==> config.mk <==
export PLATFORM = sky130hd
export DESIGN_NAME = irt_regs
export DESIGN_NICKNAME = d
export VERILOG_FILES = /design/src/rtl/irt_pkg.sv /design/src/rtl/irt_regs.sv
export SDC_FILE = /design/constraint.sdc
export NUM_CORES = 1
export LEC_CHECK = 0
export BUFFER_PORTS_ARGS = -buffer_cell sky130_fd_sc_hd__buf_2
export CAP_MARGIN = 30
export CELL_PAD_IN_SITES_DETAIL_PLACEMENT = 2
export CELL_PAD_IN_SITES_GLOBAL_PLACEMENT = 2
export CORE_ASPECT_RATIO = 1.1
export CORE_MARGIN = 2
export CORE_UTILIZATION = 37
export CTS_CLUSTER_DIAMETER = 100
export DETAILED_ROUTE_END_ITERATION = 10
export GPL_ROUTABILITY_DRIVEN = 0
export HOLD_SLACK_MARGIN = 0.08
export PLACE_DENSITY = 0.9
export SYNTH_ARGS = -nofsm -noshare
export SYNTH_HDL_FRONTEND = slang
export SYNTH_SLANG_ARGS = --single-unit
==> constraint.sdc <==
create_clock -name clk_i -period 2.9 [get_ports clk_i]
set_clock_uncertainty 0.1 [all_clocks]
set_input_delay 0.145 -clock clk_i [delete_from_list [all_inputs] [get_ports clk_i]]
set_output_delay 0.145 -clock clk_i [all_outputs]
set_load 0.03 [all_outputs]
==> src/rtl/irt_pkg.sv <==
// package for the infrared timer control register block
// assumes a byte-wide register port with six registers at offsets 0..5
package irt_pkg;
    localparam logic [1:0] ADDR_CARRIER_CTRL = 2'h0;
    localparam logic [1:0] ADDR_COMMON_CTRL  = 2'h1;
    localparam logic [1:0] ADDR_WIDE_CTRL    = 2'h2;
    localparam logic [1:0] ADDR_PAIR_CTRL    = 2'h3;
    localparam logic [3:0] ADDR_IRQ_STATUS   = 4'h4;
    localparam logic [3:0] ADDR_IRQ_MASK     = 4'h5;
    // carrier control bit positions
    localparam int CC_PIN    = 7;
    localparam int CC_TOIE   = 6;
    localparam int CC_CAPIE  = 5;
    localparam int CC_PRE_HI = 4;
    localparam int CC_PRE_LO = 3;
    localparam int CC_TOF    = 2;
    localparam int CC_SINGLE = 1;
    localparam int CC_EN     = 0;
    // common control bit positions
    localparam int CM_FALL   = 7;
    localparam int CM_RISE   = 6;
    localparam int CM_F1_HI  = 5;
    localparam int CM_F1_LO  = 4;
    localparam int CM_F2_HI  = 3;
    localparam int CM_F2_LO  = 2;
    localparam int CM_PINSEL = 1;
    localparam int CM_MODE   = 0;
    localparam logic [7:0] RST_BYTE = 8'h00;
    localparam logic [2:0] RST_IRQ  = 3'h0;
    localparam int FILT_SHORT = 4;
    localparam int FILT_LONG  = 8;
    typedef struct packed {
        logic [3:0] addr;
        logic [7:0] wdata;
        logic       wr;
        logic       rd;
    } irt_bus_s;
    typedef enum logic [1:0] {
        IRT_EDGE_FALL = 2'h0,
        IRT_EDGE_RISE = 2'h1,
        IRT_EDGE_BOTH = 2'h2
    } irt_edge_e;
endpackage : irt_pkg

==> src/rtl/irt_regs.sv <==
// control and status registers of the carrier and wide infrared timers
// assumes counters outside; strobes are one-cycle pulses in clk_i domain
//
// Implementation choice: the plain strobed port.
`timescale 1ns/100ps
module irt_regs (
    // clock and reset
    input  wire logic        clk_i,
    input  wire logic        srst_i,
    input  wire logic        stop_recovery_i,
    // register port
    input  wire logic [3:0]  addr_i,
    input  wire logic [7:0]  wdata_i,
    input  wire logic        wr_i,
    input  wire logic        rd_i,
    output logic      [7:0]  rdata_o,
    // timer side
    input  wire logic        carrier_timeout_i,
    input  wire logic        carrier_capture_i,
    input  wire logic        carrier_timer_output_i,
    input  wire logic        wide_timer_output_i,
    input  wire logic        wide_start_i,
    input  wire logic        sync_enable_i,
    input  wire logic        port_data_34_i,
    input  wire logic        port_data_36_i,
    input  wire logic        primary_demod_input_pin_i,
    input  wire logic        alternate_demod_input_pin_i,
    output logic             carrier_tick_o,
    output logic             carrier_run_o,
    output logic             carrier_single_o,
    output logic             carrier_sync_load_o,
    output logic             ping_pong_o,
    output logic             carrier_output_pin_o,
    output logic             combined_output_pin_o,
    output logic             demod_level_o,
    // interrupt
    output logic             irq_o
);
    logic [7:0] carrier_ctl;
    logic [7:0] common_ctl;
    logic [7:0] wide_ctl;
    logic [7:0] pair_ctl;
    logic       tof;
    logic       fall_flag;
    logic       rise_flag;
    logic [2:0] irq_status;
    logic [2:0] irq_mask;
    logic [2:0] pre_cnt;
    logic [3:0] filt_cnt;
    logic       demod_raw;
    logic       demod_filt;
    logic       demod_prev;
    logic       fall_evt;
    logic       rise_evt;
    logic       wide_prev;
    logic       wr_cc;
    logic       wr_cm;
    logic       demod_mode;
    logic [1:0] edge_sel;
    logic [1:0] filt_sel;
    logic       combined;
    logic       comb_pre;

    function automatic logic hit(input logic [3:0] a, input logic [3:0] ref_a);
        hit = (a == ref_a);
    endfunction : hit

    assign wr_cc = wr_i && hit(addr_i, {2'h0, irt_pkg::ADDR_CARRIER_CTRL});
    assign wr_cm = wr_i && hit(addr_i, {2'h0, irt_pkg::ADDR_COMMON_CTRL});
    assign demod_mode = common_ctl[irt_pkg::CM_MODE];
    assign edge_sel   = common_ctl[irt_pkg::CM_F2_HI:irt_pkg::CM_F2_LO];
    assign filt_sel   = common_ctl[irt_pkg::CM_F1_HI:irt_pkg::CM_F1_LO];

    // carrier control, interrupt enables and prescale keep value on stop recovery; run enable clears
    always_ff @(posedge clk_i) begin
        if (srst_i) begin
            carrier_ctl <= irt_pkg::RST_BYTE;
        end else if (wr_cc) begin
            carrier_ctl <= wdata_i;
        end else if (stop_recovery_i) begin
            carrier_ctl <= carrier_ctl & (8'h1 << irt_pkg::CC_TOIE | 8'h1 << irt_pkg::CC_CAPIE
                           | 8'h1 << irt_pkg::CC_PRE_HI | 8'h1 << irt_pkg::CC_PRE_LO);
        end
    end

    // common control; output logic field survives stop recovery
    always_ff @(posedge clk_i) begin
        if (srst_i) begin
            common_ctl <= irt_pkg::RST_BYTE;
        end else if (wr_cm) begin
            common_ctl <= wdata_i;
        end else if (stop_recovery_i) begin
            common_ctl <= common_ctl & (8'h1 << irt_pkg::CM_F2_HI | 8'h1 << irt_pkg::CM_F2_LO);
        end
    end

    always_ff @(posedge clk_i) begin
        if (srst_i) begin
            wide_ctl <= irt_pkg::RST_BYTE;
            pair_ctl <= irt_pkg::RST_BYTE;
        end else if (wr_i && hit(addr_i, {2'h0, irt_pkg::ADDR_WIDE_CTRL})) begin
            wide_ctl <= wdata_i;
        end else if (wr_i && hit(addr_i, {2'h0, irt_pkg::ADDR_PAIR_CTRL})) begin
            pair_ctl <= wdata_i;
        end
    end

    // timeout flag, set wins over clear
    always_ff @(posedge clk_i) begin
        if (srst_i) begin
            tof <= 1'b0;
        end else if (carrier_timeout_i) begin
            tof <= 1'b1;
        end else if (wr_cc && wdata_i[irt_pkg::CC_TOF]) begin
            tof <= 1'b0;
        end
    end

    always_ff @(posedge clk_i) begin
        if (srst_i || !carrier_ctl[irt_pkg::CC_EN]) begin
            pre_cnt <= 3'h0;
        end else begin
            pre_cnt <= pre_cnt + 3'h1;
        end
    end
    always_comb begin
        case (carrier_ctl[irt_pkg::CC_PRE_HI:irt_pkg::CC_PRE_LO])
            2'h0:    carrier_tick_o = carrier_ctl[irt_pkg::CC_EN];
            2'h1:    carrier_tick_o = carrier_ctl[irt_pkg::CC_EN] && (pre_cnt[0] == 1'b1);
            2'h2:    carrier_tick_o = carrier_ctl[irt_pkg::CC_EN] && (pre_cnt[1:0] == 2'h3);
            default: carrier_tick_o = carrier_ctl[irt_pkg::CC_EN] && (pre_cnt == 3'h7);
        endcase
    end
    assign carrier_run_o    = carrier_ctl[irt_pkg::CC_EN];
    assign carrier_single_o = carrier_ctl[irt_pkg::CC_SINGLE];

    assign demod_raw = common_ctl[irt_pkg::CM_PINSEL] ? alternate_demod_input_pin_i
                                                      : primary_demod_input_pin_i;

    // glitch filter: level must hold the selected number of cycles
    always_ff @(posedge clk_i) begin
        if (srst_i) begin
            filt_cnt   <= 4'h0;
            demod_filt <= 1'b0;
        end else if (filt_sel == 2'h0 || filt_sel == 2'h3) begin
            filt_cnt   <= 4'h0;
            demod_filt <= demod_raw;
        end else if (demod_raw == demod_filt) begin
            filt_cnt <= 4'h0;
        end else if (filt_cnt == ((filt_sel == 2'h1) ? 4'(irt_pkg::FILT_SHORT - 1)
                                                    : 4'(irt_pkg::FILT_LONG - 1))) begin
            filt_cnt   <= 4'h0;
            demod_filt <= demod_raw;
        end else begin
            filt_cnt <= filt_cnt + 4'h1;
        end
    end
    assign demod_level_o = demod_filt;

    always_ff @(posedge clk_i) begin
        if (srst_i) begin
            demod_prev <= 1'b0;
            wide_prev  <= 1'b0;
        end else begin
            demod_prev <= demod_filt;
            wide_prev  <= wide_start_i;
        end
    end

    assign fall_evt = demod_mode && demod_prev && !demod_filt
                      && (edge_sel == irt_pkg::IRT_EDGE_FALL || edge_sel == irt_pkg::IRT_EDGE_BOTH);
    assign rise_evt = demod_mode && !demod_prev && demod_filt
                      && (edge_sel == irt_pkg::IRT_EDGE_RISE || edge_sel == irt_pkg::IRT_EDGE_BOTH);

    always_ff @(posedge clk_i) begin
        if (srst_i) begin
            fall_flag <= 1'b0;
            rise_flag <= 1'b0;
        end else begin
            if (fall_evt) begin
                fall_flag <= 1'b1;
            end else if (wr_cm && demod_mode && wdata_i[irt_pkg::CM_FALL]) begin
                fall_flag <= 1'b0;
            end
            if (rise_evt) begin
                rise_flag <= 1'b1;
            end else if (wr_cm && demod_mode && wdata_i[irt_pkg::CM_RISE]) begin
                rise_flag <= 1'b0;
            end
        end
    end

    // reload carrier at wide timer start so first pulse is whole
    assign carrier_sync_load_o = sync_enable_i && wide_start_i && !wide_prev;

    always_comb begin
        case (edge_sel)
            2'h0:    comb_pre = carrier_timer_output_i & wide_timer_output_i;
            2'h1:    comb_pre = carrier_timer_output_i | wide_timer_output_i;
            2'h2:    comb_pre = ~(carrier_timer_output_i | wide_timer_output_i);
            default: comb_pre = ~(carrier_timer_output_i & wide_timer_output_i);
        endcase
        case (filt_sel)
            2'h2:    combined = 1'b0;
            2'h3:    combined = 1'b1;
            default: combined = comb_pre;
        endcase
    end
    assign ping_pong_o = !demod_mode && (filt_sel == 2'h1);

    always_ff @(posedge clk_i) begin
        if (srst_i) begin
            carrier_output_pin_o  <= 1'b0;
            combined_output_pin_o <= 1'b0;
        end else begin
            carrier_output_pin_o  <= carrier_ctl[irt_pkg::CC_PIN] ? carrier_timer_output_i : port_data_34_i;
            combined_output_pin_o <= (!demod_mode && common_ctl[irt_pkg::CM_PINSEL]) ? combined
                                                                                     : port_data_36_i;
        end
    end

    // sticky interrupt status: timeout, capture, edge
    always_ff @(posedge clk_i) begin
        if (srst_i) begin
            irq_status <= irt_pkg::RST_IRQ;
            irq_mask   <= irt_pkg::RST_IRQ;
        end else begin
            irq_status <= {fall_evt | rise_evt, carrier_capture_i, carrier_timeout_i}
                        | (irq_status & ~((wr_i && addr_i == irt_pkg::ADDR_IRQ_STATUS) ? wdata_i[2:0] : 3'h0));
            if (wr_i && addr_i == irt_pkg::ADDR_IRQ_MASK) begin
                irq_mask <= wdata_i[2:0];
            end
        end
    end
    assign irq_o = |(irq_status & irq_mask & {1'b1, carrier_ctl[irt_pkg::CC_CAPIE], carrier_ctl[irt_pkg::CC_TOIE]});

    always_ff @(posedge clk_i) begin
        if (srst_i) begin
            rdata_o <= 8'h00;
        end else if (rd_i) begin
            case (addr_i)
                {2'h0, irt_pkg::ADDR_CARRIER_CTRL}: rdata_o <= {carrier_ctl[7:3], tof, carrier_ctl[1:0]};
                {2'h0, irt_pkg::ADDR_COMMON_CTRL}:  rdata_o <= demod_mode ? {fall_flag, rise_flag, common_ctl[5:0]}
                                                                          : common_ctl;
                {2'h0, irt_pkg::ADDR_WIDE_CTRL}:    rdata_o <= wide_ctl;
                {2'h0, irt_pkg::ADDR_PAIR_CTRL}:    rdata_o <= pair_ctl;
                irt_pkg::ADDR_IRQ_STATUS:           rdata_o <= {5'h00, irq_status};
                irt_pkg::ADDR_IRQ_MASK:             rdata_o <= {5'h00, irq_mask};
                default: rdata_o <= 8'h00;
            endcase
        end else begin
            rdata_o <= 8'h00;
        end
    end
endmodule : irt_regs

; Word level (Yosys, flattened, before mapping)
; Cells that the tools add are included.
[word_totals]
register_bits = 61
input_bits = 27
out_inout_bits = 17
wordCells = 120
[classes]
add_sub_neg = 2
eq_ne = 17
muxes = 23
bitwise_logic = 12
reduce_logical = 47
[op_table]
columns = op, count
row1 = $pmux W8 S6, 1
row2 = $mux W8, 5
row3 = $logic_and A1 B1 Y1, 23
row4 = $mux W1, 12
row5 = $reduce_bool A2 Y1, 6
row6 = $eq A2 B2 Y1 const B, 5
row7 = $and A3 B3 Y3, 3
row8 = $eq A4 B2 Y1 const B, 2
row9 = $eq A4 B3 Y1 const B, 2
row10 = $eq A2 B1 Y1 const B, 3
row11 = $logic_not A2 Y1, 3
row12 = $mux W3, 2
row13 = $pmux W1 S3, 2
row14 = $logic_not A1 Y1, 5
row15 = $add A4 B1 Y4 const B, 1
row16 = $eq A4 B1 Y1 const B, 1
row17 = $eq A4 B3 Y1, 1
row18 = $logic_not A4 Y1, 1
row19 = $logic_or A1 B1 Y1, 4
row20 = $not A1 Y1, 4
row21 = $reduce_and A2 Y1, 2
row22 = $reduce_or A4 Y1, 1
row23 = $add A3 B1 Y3 const B, 1
row24 = $eq A3 B3 Y1 const B, 1
row25 = other kinds (9), 10

; Logic depth before layout (Yosys ltp)
; Gate-level depths: netlist of run 1.
[logic_depth]
word_depth = 6
depth_mapped = 5
mapped_depth_nobuf = 5

; Least setup slack after synthesis of run 1
; No wires, ideal clock.
[synth_timing]
path_kind = register -> register
startpoint = register carrier_ctl[0]
endpoint = register rdata_o[0]
setup_time_ns = 0.059
arrival_ns = 1.253
slack_ns = 1.489
path_stages_with_launch = 4
synth_period_minus_slack_ns = 1.411
path_cell_list = dfxtp_1 > or3b_2 > a21oi_1 > o31a_1
[synth_between]
elab_chain_cells = 1
[synth_rtl]
columns = element, line_no
row1 = from (decl), irt_regs.sv:39  ; logic [7:0] carrier_ctl;
row2 = from (signal assigned), irt_regs.sv:77  ; carrier_ctl <= irt_pkg::RST_BYTE;
row3 = from (signal assigned), irt_regs.sv:79  ; carrier_ctl <= wdata_i;
row4 = from (signal assigned), irt_regs.sv:81  ; carrier_ctl <= carrier_ctl & (8'h1 << irt_pkg::CC_TOIE | 8'h1 << irt_pkg::CC_CAPIE
row5 = $pmux W8 S6, irt_regs.sv:241  ; case (addr_i)
row6 = to (signal assigned), irt_regs.sv:242  ; {2'h0, irt_pkg::ADDR_CARRIER_CTRL}: rdata_o <= {carrier_ctl[7:3], tof, carrier_ctl[1:0]};
row7 = to (signal assigned), irt_regs.sv:243  ; {2'h0, irt_pkg::ADDR_COMMON_CTRL}: rdata_o <= demod_mode ? {fall_flag, rise_flag, common_ctl[5:0]}
row8 = to (signal assigned), irt_regs.sv:245  ; {2'h0, irt_pkg::ADDR_WIDE_CTRL}: rdata_o <= wide_ctl;
row9 = to (decl), irt_regs.sv:16  ; output logic [7:0] rdata_o,
; Every way passes these cells.
; A chain may end at the register's enable or synchronous reset.

; Final worst setup path of run 1
[layout_timing]
startpoint = register common_ctl[2]
endpoint = register combined_output_pin_o
[layout_between]
elab_chain_cells = 4
elab_cells_between_ends = 6
[layout_rtl]
columns = element, line_no
row1 = from (decl), irt_regs.sv:40  ; logic [7:0] common_ctl;
row2 = from (signal assigned), irt_regs.sv:89  ; common_ctl <= irt_pkg::RST_BYTE;
row3 = from (signal assigned), irt_regs.sv:91  ; common_ctl <= wdata_i;
row4 = from (signal assigned), irt_regs.sv:93  ; common_ctl <= common_ctl & (8'h1 << irt_pkg::CM_F2_HI | 8'h1 << irt_pkg::CM_F2_LO);
row5 = $eq A2 B2 Y1 (tied with other cells), irt_regs.sv:197  ; case (edge_sel)
row6 = $pmux W1 S3 *, irt_regs.sv:197
row7 = $pmux W1 S2 *, irt_regs.sv:203  ; case (filt_sel)
row8 = $mux W1 *, irt_regs.sv:217  ; combined_output_pin_o <= (!demod_mode && common_ctl[irt_pkg::CM_PINSEL]) ? combined
row9 = to (signal assigned), irt_regs.sv:217
row10 = to (decl), irt_regs.sv:34  ; output logic combined_output_pin_o,
; Mark *: on every way between the ends. The rest lies on a longest branch, timed or not.

==> metrics, run 1 <==
final hold slack=0.117 ns; result of the run=completed; via count=2,825; FF-to-FF path depth=6; Leakage=1.33 nW; IO Count=44; yosys synthesis warning count=0; TritonRoute pass-1 iters=4; Top FF cell, synth=dfxtp_1; largest net degree at the start of global routing=50; CP peak stage delay=0.54 ns; H-tree levels=3; R2R Path Start=common_ctl[2]; Crit Path Max Fanout=5; GRT overflow=0; fin crit share=71.5%; Hold WC Path Type=input port to flop; hold_sp=stop_recovery_i; Die Span X=88.9 um; CP Capture Type=flop; Max Slew Vio Count=0; postcts setup bufs=0; RSZ-0062 raised after global routing=no; FP Rows=34; Peak VDD IR=0.000203 V; Power Density=507 nW/um2; Total GRT Usage=25.2%; final hold vios=0; Core Box Area=7830 um2; Async S/R FF share, synth=0%; diode count=0; Avg Inst Size Synth=8.64 um2; setup_tns=0 ns; Critical Path AT=2.21 ns; element type at the critical path start=flop; vias in the first global route=3,126; die area=8670 um2; Final nets=429; Seq/Total Area, Yosys=40.9%; most frequent cells in the layout=60 x dfxtp_1, 45 x a21oi_1, 43 x buf_2; Post-Syn Area=2940 um2; measured slew at the worst slew-check pin=0.807 ns; final WL=10,100 um; FMAX=0.482 GHz; per-cell routed wire length=20.0 um; Slowest-stage cell, CP=dlygate4sd3_1; Routed Antenna Nets=0; DR vias/cell=5.61; number of flops mapped to enable cells by yosys=0; DP Wirelength=6920 um; Synth Register Bits=60; type of the worst setup path=flop to flop; DRC Markers=0; Clk Tree Root Cell=clkbuf_8; total CTS buffers=9; worst path cell trace=inv_1, ha_1, a211oi_1, o2111ai_1, o211a_1, dlygate4sd3_1; buffers and inverters on the worst path=2; Pwr Total=1.80 mW; Netlist cell types=46; fill cell count=903; area added between synthesis and finish=21.1%; initial antenna violation count=0; starting density of the core=37.5%; crit path time final=2.07 ns; CTS tree=built; clock sinks=60; Clock Path Buffers=2; Gate Count Post-Synth=340; Worst R2R Setup Slack=0.83 ns; # Max-Cap Violations=0; final setup fails=0; clock-pin slew on the worst setup and hold paths=0.07 ns; share of layout cells above drive strength 1=17.9%; Rel. slew slack=46.0%; reg-to-reg endpoint=combined_output_pin_o; hold depth=3; first-pass GRT wire length=16,600 um; most common cell after layout, fill and taps aside=dfxtp_1; Crit path max-delay family=buffers and inverters; Starting DRT DRC Count=113; clk_lat worst skew=0.34 ns; syn nets=378; # port buffers=43; critical path required time=3.04 ns; die height=97.4 um; Hold Path Sink=common_ctl[5]
## registers in the layout (all words and copies together) (netlist names), 3 cells and up
register     cells
carrier_ctl      7
common_ctl       8
filt_cnt         4
irq_mask         3
irq_status       3
pair_ctl         8
pre_cnt          3
rdata_o          8
wide_ctl         8
## layer usage
metal | routed length (um) | GRT usage, % | share of wire, %
met2 | 5250 | 42.9 | 52
met4 | 163 | 9.07 | 1.6
met1 | 4360 | 31.9 | 43
met3 | 286 | 3.31 | 2.8
met5 | 0 | 0 | 0
## layout make-up
type,count,area (um2),share of cell area (%)
Multi-Input combinational cell,246,1570,44.0
Sequential cell,60,1200,33.8
Timing Repair Buffer,63,410,11.5
Clock buffer,12,155,4.36
Tap cell,108,135,3.80
Clock inverter,4,47.5,1.34
Inverter,11,41.3,1.16
## through the flow
| stage | cells | util, % | cell area [um2] | setup WS (ns) |
|---|---|---|---|---|
| CTS | 504 | 45.4 | 3560 | 0.826 |
| finish | 504 | 45.4 | 3560 | 0.826 |
| global route | 504 | 45.4 | 3560 | 0.650 |
| global placement | 472 | 40.7 | 3190 | 0.924 |
| detailed placement | 473 | 40.9 | 3200 | 0.962 |
| floorplan | 340 | - | 2940 | 1.49 |
## worst reg2reg max path, cell delays in order (launching register included)
cell and delay (ns):
dfxtp_1 0.46, inv_1 0.11, ha_1 0.23, a211oi_1 0.23, o2111ai_1 0.16, o211a_1 0.14, dlygate4sd3_1 0.54
## what timing repair did
| item | 4_1_cts | 5_1_grt |
|---|---|---|
| hold buffers | 15 | 0 |
| hold endpoints to repair | 40 | 0 |
| resized for setup | 0 | 0 |
## cells in the mapped netlist, types with 5 or more instances
cell type	number	area share (%)
a21oi_1	45	7.7
nand3_1	42	7.2
dfxtp_1	60	41
nor2b_1	15	3.2
nor2_1	13	1.7
o31ai_1	6	1.5
ha_1	11	4.7
clkbuf_1	8	1.0
o21ai_1	30	5.1
nand2_1	9	1.2
a22oi_1	5	1.3
inv_1	11	1.4
buf_2	10	1.7
mux2i_1	14	4.8
## power by group
group	internal (mW)	switching, mW
combinational	0.0627	0.117
sequential	0.836	0.00920
clock	0.441	0.337
total	1.34	0.462
## cell families (layout without fill, tap and decap cells)
group,Yosys count,after routing,synth area share (%)
buf+inv,34,90,5.79
flops,60,60,40.9
compound gates,108,108,21.6
fa+ha+maj,11,11,4.69
mux,17,17,5.92
simple gates,106,106,19.9
xor+xnor,4,4,1.19
## how the worst max path moves through the flow
stage	from	end	slack, ns	cells after the start
after floorplan	carrier_ctl[0]	rdata_o[0]	1.49	3
after global placement	addr_i[2]	tof	0.92	4
after detailed placement	addr_i[2]	fall_flag	0.96	5
after CTS	common_ctl[2]	combined_output_pin_o	0.83	6
after global routing	common_ctl[2]	combined_output_pin_o	0.65	6
final	common_ctl[2]	combined_output_pin_o	0.83	6
(Power assumes the default switching activity.)
==> run 2, diff against run 1 <==
- CORE_UTILIZATION: 37 -> 31
- PLACE_DENSITY: 0.9 -> 0.81
- clock period: 2.9 -> 1.7 ns (I/O delays scaled with it)
==> run 2 against run 1 <==
Routed wire length rose by 8.2%. Die area rose by 18%. Count of clock-buffer cells in the layout fell by 1. Total power rose by 62%. Global-route usage fell by 3.7 points. Design area rose by 5.2%. Register-to-register slack got worse by 0.68 ns. Critical path type is now input port to flop.
==> metrics, run 2 (synthesis results as in run 1) <==
Leakage=1.38 nW (+4.1%); result of the run=completed; total CTS buffers=9 (unchanged); element type at the critical path start=input port; die height=106 um (+8.9%); most common cell after layout, fill and taps aside=dfxtp_1; per-cell routed wire length=20.7 um (+3.7%); most frequent cells in the layout=55 x dfxtp_1, 44 x a21oi_1, 42 x nand3_1, 42 x buf_2, 31 x o21ai_1; TritonRoute pass-1 iters=4 (unchanged); vias in the first global route=3,119 (-0.22%); setup_tns=0 ns (unchanged); M1 GR Usage=24.3% (-7.6 points); Core Box Area=9310 um2 (+19%); Critical Path AT=1.79 ns (-0.42 ns); Global Route met3 Usage=2.37% (-0.95 points); CTS tree=built; GRT overflow=0 (unchanged); Peak VDD IR=0.000258 V (+27%); initial antenna violation count=0 (unchanged); min setup slack post-route=0.0339 ns (-0.792 ns); RSZ-0062 raised after global routing=yes; type of the worst setup path=input port to flop; H-tree levels=3 (unchanged); Die Span X=96.8 um (+8.8%); final hold vios=0 (unchanged); fin area=3740 um2 (+5.2%); first-pass GRT wire length=17,000 um (+2.4%); final setup fails=0 (unchanged); global route hottest layer=met2; Worst R2R Setup Slack=0.15 ns (-0.68 ns); placed inst area=3280 um2 (+2.4%); Clock Path Buffers=2 (unchanged); pre-CTS setup slack=0.120 ns (-0.842 ns); diode count=0 (unchanged); FMAX=0.600 GHz; DR vias/cell=5.44 (-3.0%); die area=10,300 um2 (+18%); Rel. slew slack=53.5% (+7.5 points); Clk Tree Root Cell=clkbuf_8; Pwr Total=2.92 mW (+62%); fin crit share=98.0%; clock sinks=60 (unchanged); Starting DRT DRC Count=142 (+26%); largest net degree at the start of global routing=33 (-34%); # port buffers=43 (unchanged); final WL=10,900 um (+8.2%); FP Rows=37 (+8.8%); M2 GR Usage=40.0% (-3.0 points); # Max-Cap Violations=0 (unchanged); crit path time final=1.67 ns; DP Wirelength=7350 um (+6.3%); area added between synthesis and finish=27.4%; IO Count=44 (unchanged); via count=2,861 (+1.3%); Total GRT Usage=21.5% (-3.7 points); Power Density=779 nW/um2 (+54%); share of layout cells above drive strength 1=24.2% (+6.3 points); Hold WC Path Type=input port to flop; Crit Path Max Fanout=9 (+4); starting density of the core=31.6% (-6.0 points); measured slew at the worst slew-check pin=0.695 ns (-0.112 ns); Final nets=442 (+3.0%); critical path required time=1.82 ns (-1.22 ns); Routed Antenna Nets=0 (unchanged); clk_lat worst skew=0.35 ns (about the same); Max Slew Vio Count=0 (unchanged); fill cell count=1,073 (+19%); CP Capture Type=flop; DRC Markers=0 (unchanged); clock-pin slew on the worst setup and hold paths=0.07 ns (about the same)
## run 2: final timing paths
path | end | cells past startpoint | from
min reg2reg | filt_cnt[0] | 1 | filt_cnt[0]
min | demod_level_o | 4 | primary_demod_input_pin_i
max reg2reg | combined_output_pin_o | 5 | common_ctl[2]
max | tof | 6 | addr_i[3]
## run 2: worst max-delay path, cell delays in order
cell and delay (ns):
dlygate4sd3_1 0.54, buf_2 0.18, or3b_4 0.43, buf_4 0.18, o31ai_1 0.27, a21oi_1 0.10
## run 2: final cells by class
class | count | area, um2 | area share, %
inverters | 11 | 46.3 | 1.24
clock buffers | 11 | 141 | 3.78
clock inverters | 5 | 27.5 | 0.736
repair buffers | 76 | 532 | 14.2
flip-flops and latches | 60 | 1210 | 32.4
multi-input cells | 246 | 1640 | 43.7
well taps | 117 | 146 | 3.91
## run 2: where the power goes
group | switching (mW) | internal [mW] | total [mW]
registers | 0.0170 | 1.42 | 1.44
clock network | 0.580 | 0.558 | 1.14
logic | 0.211 | 0.127 | 0.338
## run 2: what timing repair did
action,CTS,global route
hold endpoints to repair,44,0
buffers inserted,3,0
hold buffers,17,0
pin swaps,6,4
setup endpoints to repair,1,11
resized for setup,17,12
## run 2: through the flow
step                hold WS [ns]  instances  util [%]
floorplan                 0.0609        340         -
global placement           0.212        490      35.2
detailed placement         0.233        490      35.2
CTS                       0.0854        526      39.7
global route               0.100        526      40.2
finish                    0.0809        526      40.2
## run 2: layer usage
metal  wire (um)  share of wire, %
met1        4370                40
met2        5900                54
met3         339               3.1
met4         280               2.6
met5           0                 0
==> run 3, diff against run 2 <==
- CORE_UTILIZATION: 31 -> 37
- PLACE_DENSITY: 0.81 -> 0.9
- clock period: 1.7 -> 2.15 ns (I/O delays scaled with it)
==> run 3 against run 2 <==
Register-to-register slack got worse by 0.06 ns. Sequential cell count unchanged. Critical path depth unchanged. Setup slack improved by 0.053 ns. Global-route usage increased by 4.4 points. Largest cell class unchanged. First-iteration DRC count decreased by 22%. Via count increased by 1.0%. Design area decreased by 5.2%. Non-clock buffer count decreased by 11.
==> metrics, run 3 (synthesis results as in run 1) <==
die height=97.4 um (-8.1%); Starting DRT DRC Count=111 (-22%); final WL=10,500 um (-3.4%); starting density of the core=37.5% (+6.0 points); Hold WC Path Type=input port to flop; TritonRoute pass-1 iters=4 (unchanged); CTS tree=built; # Max-Cap Violations=0 (unchanged); result of the run=completed; DRC Markers=0 (unchanged); via count=2,891 (+1.0%); Core Box Area=7830 um2 (-16%); largest net degree at the start of global routing=51 (+55%); fin crit share=96.0%; Finished Core Util=45.3% (+5.1 points); FF-to-FF path depth=6 (+1); diode count=0 (unchanged); Max Slew Vio Count=0 (unchanged); RSZ-0062 raised after global routing=no; Routed Antenna Nets=0 (unchanged); element type at the critical path start=flop; Crit Path Max Fanout=5 (-4); die area=8670 um2 (-16%); most frequent cells in the layout=59 x dfxtp_1, 45 x a21oi_1, 43 x buf_2; final hold vios=0 (unchanged); DR vias/cell=5.71 (+5.0%); Peak VDD IR=0.000343 V (+33%); most common cell after layout, fill and taps aside=dfxtp_1; CP Capture Type=flop; share of layout cells above drive strength 1=18.3% (-5.9 points); Clk Tree Root Cell=clkbuf_8; Worst R2R Setup Slack=0.09 ns (-0.06 ns); DP Wirelength=6980 um (-5.0%); first-pass GRT wire length=16,900 um (-0.57%); area added between synthesis and finish=20.7%; Worst Setup EP=combined_output_pin_o; Clock Path Buffers=2 (unchanged); crit path time final=2.06 ns; H-tree levels=3 (unchanged); FMAX=0.485 GHz; Power Density=678 nW/um2 (-13%); R2R Path Start=common_ctl[3]; critical path required time=2.30 ns (+0.48 ns); Total GRT Usage=25.9% (+4.4 points); GRT overflow=0 (unchanged); # port buffers=43 (unchanged); vias in the first global route=3,157 (+1.2%); postcts setup bufs=0 (-3); Final nets=431 (-2.5%); Die Span X=88.9 um (-8.1%); FP Rows=34 (-8.1%); Leakage=1.33 nW (-4.1%); clock sinks=60 (unchanged); reg-to-reg endpoint=combined_output_pin_o; IO Count=44 (unchanged); measured slew at the worst slew-check pin=0.700 ns (+0.00519 ns); setup_tns=0 ns (unchanged); initial antenna violation count=0 (unchanged); final setup fails=0 (unchanged); Critical Path AT=2.21 ns (+0.42 ns); Worst Setup SP=common_ctl[3]; clock-pin slew on the worst setup and hold paths=0.07 ns (about the same); total CTS buffers=9 (unchanged); type of the worst setup path=flop to flop; clk_lat worst skew=0.36 ns (about the same); Rel. slew slack=53.2% (-0.28 points); per-cell routed wire length=20.8 um (+0.45%)
## run 3: cell count changes in the layout (fill, tap and decap cells not counted), moves of 4 or more
cell     change
dfxtp_1      +4
buf_4        -7
ha_1         +5
ha_4         -4
## run 3: how the worst min path moves through the flow
stage          slack [ns]             to  cells past startpoint                      start
6_report             0.09  demod_level_o                      4  primary_demod_input_pin_i
5_1_grt              0.11  demod_level_o                      4  primary_demod_input_pin_i
4_1_cts              0.09  demod_level_o                      4  primary_demod_input_pin_i
3_5_place_dp         0.26      wide_prev                      2               wide_start_i
3_3_place_gp         0.23      wide_prev                      2               wide_start_i
2_1_floorplan        0.08     demod_prev                      1                     srst_i
## run 3: timing repair
action / CTS / global route
endpoints found under the setup margin: 0 / 1
hold endpoints to repair: 40 / 0
gates resized for setup: 0 / 1
hold buffers: 15 / 0
## run 3: area by class of cell
cell class              count  area, um2
inverters                  11       41.3
well taps                 108        135
clock inverters             5       52.6
fillers                   910       4280
flip-flops and latches     60       1200
multi-input cells         246       1570
clock buffers              11        131
repair buffers             65        418
## run 3: critical path, cell delays in order, from the launching register on
cell	delay [ns]
dfxtp_1	0.46
inv_1	0.11
ha_1	0.22
a211oi_1	0.22
o2111ai_1	0.15
o211a_1	0.14
dlygate4sd3_1	0.54
## run 3: per-layer routing
| metal | part of all wire [%] | global-route usage, % | vias up |
|---|---|---|---|
| met5 | 0 | 0 | - |
| met4 | 2.5 | 12.6 | 0 |
| met3 | 4.7 | 4.33 | 22 |
| met2 | 51 | 42.5 | 92 |
| met1 | 42 | 32.2 | 1446 |
| li1 | - | - | 1331 |
## run 3: power breakdown
group / switching [mW] / internal, mW / total (mW)
Combinational: 0.159 / 0.0861 / 0.245
Clock: 0.488 / 0.530 / 1.02
Sequential: 0.0133 / 1.13 / 1.14
## run 3: per-stage QoR
step	total power, mW	cell area, um2	cells	setup WS, ns	hold slack (ns)
after floorplan	1.29	2940	340	0.739	0.0834
after global placement	1.37	3210	475	0.618	0.234
after detailed placement	1.38	3210	475	0.560	0.258
after CTS	2.40	3540	506	0.0946	0.0912
after global routing	2.48	3550	506	0.0187	0.108
final	2.40	3550	506	0.0866	0.0883
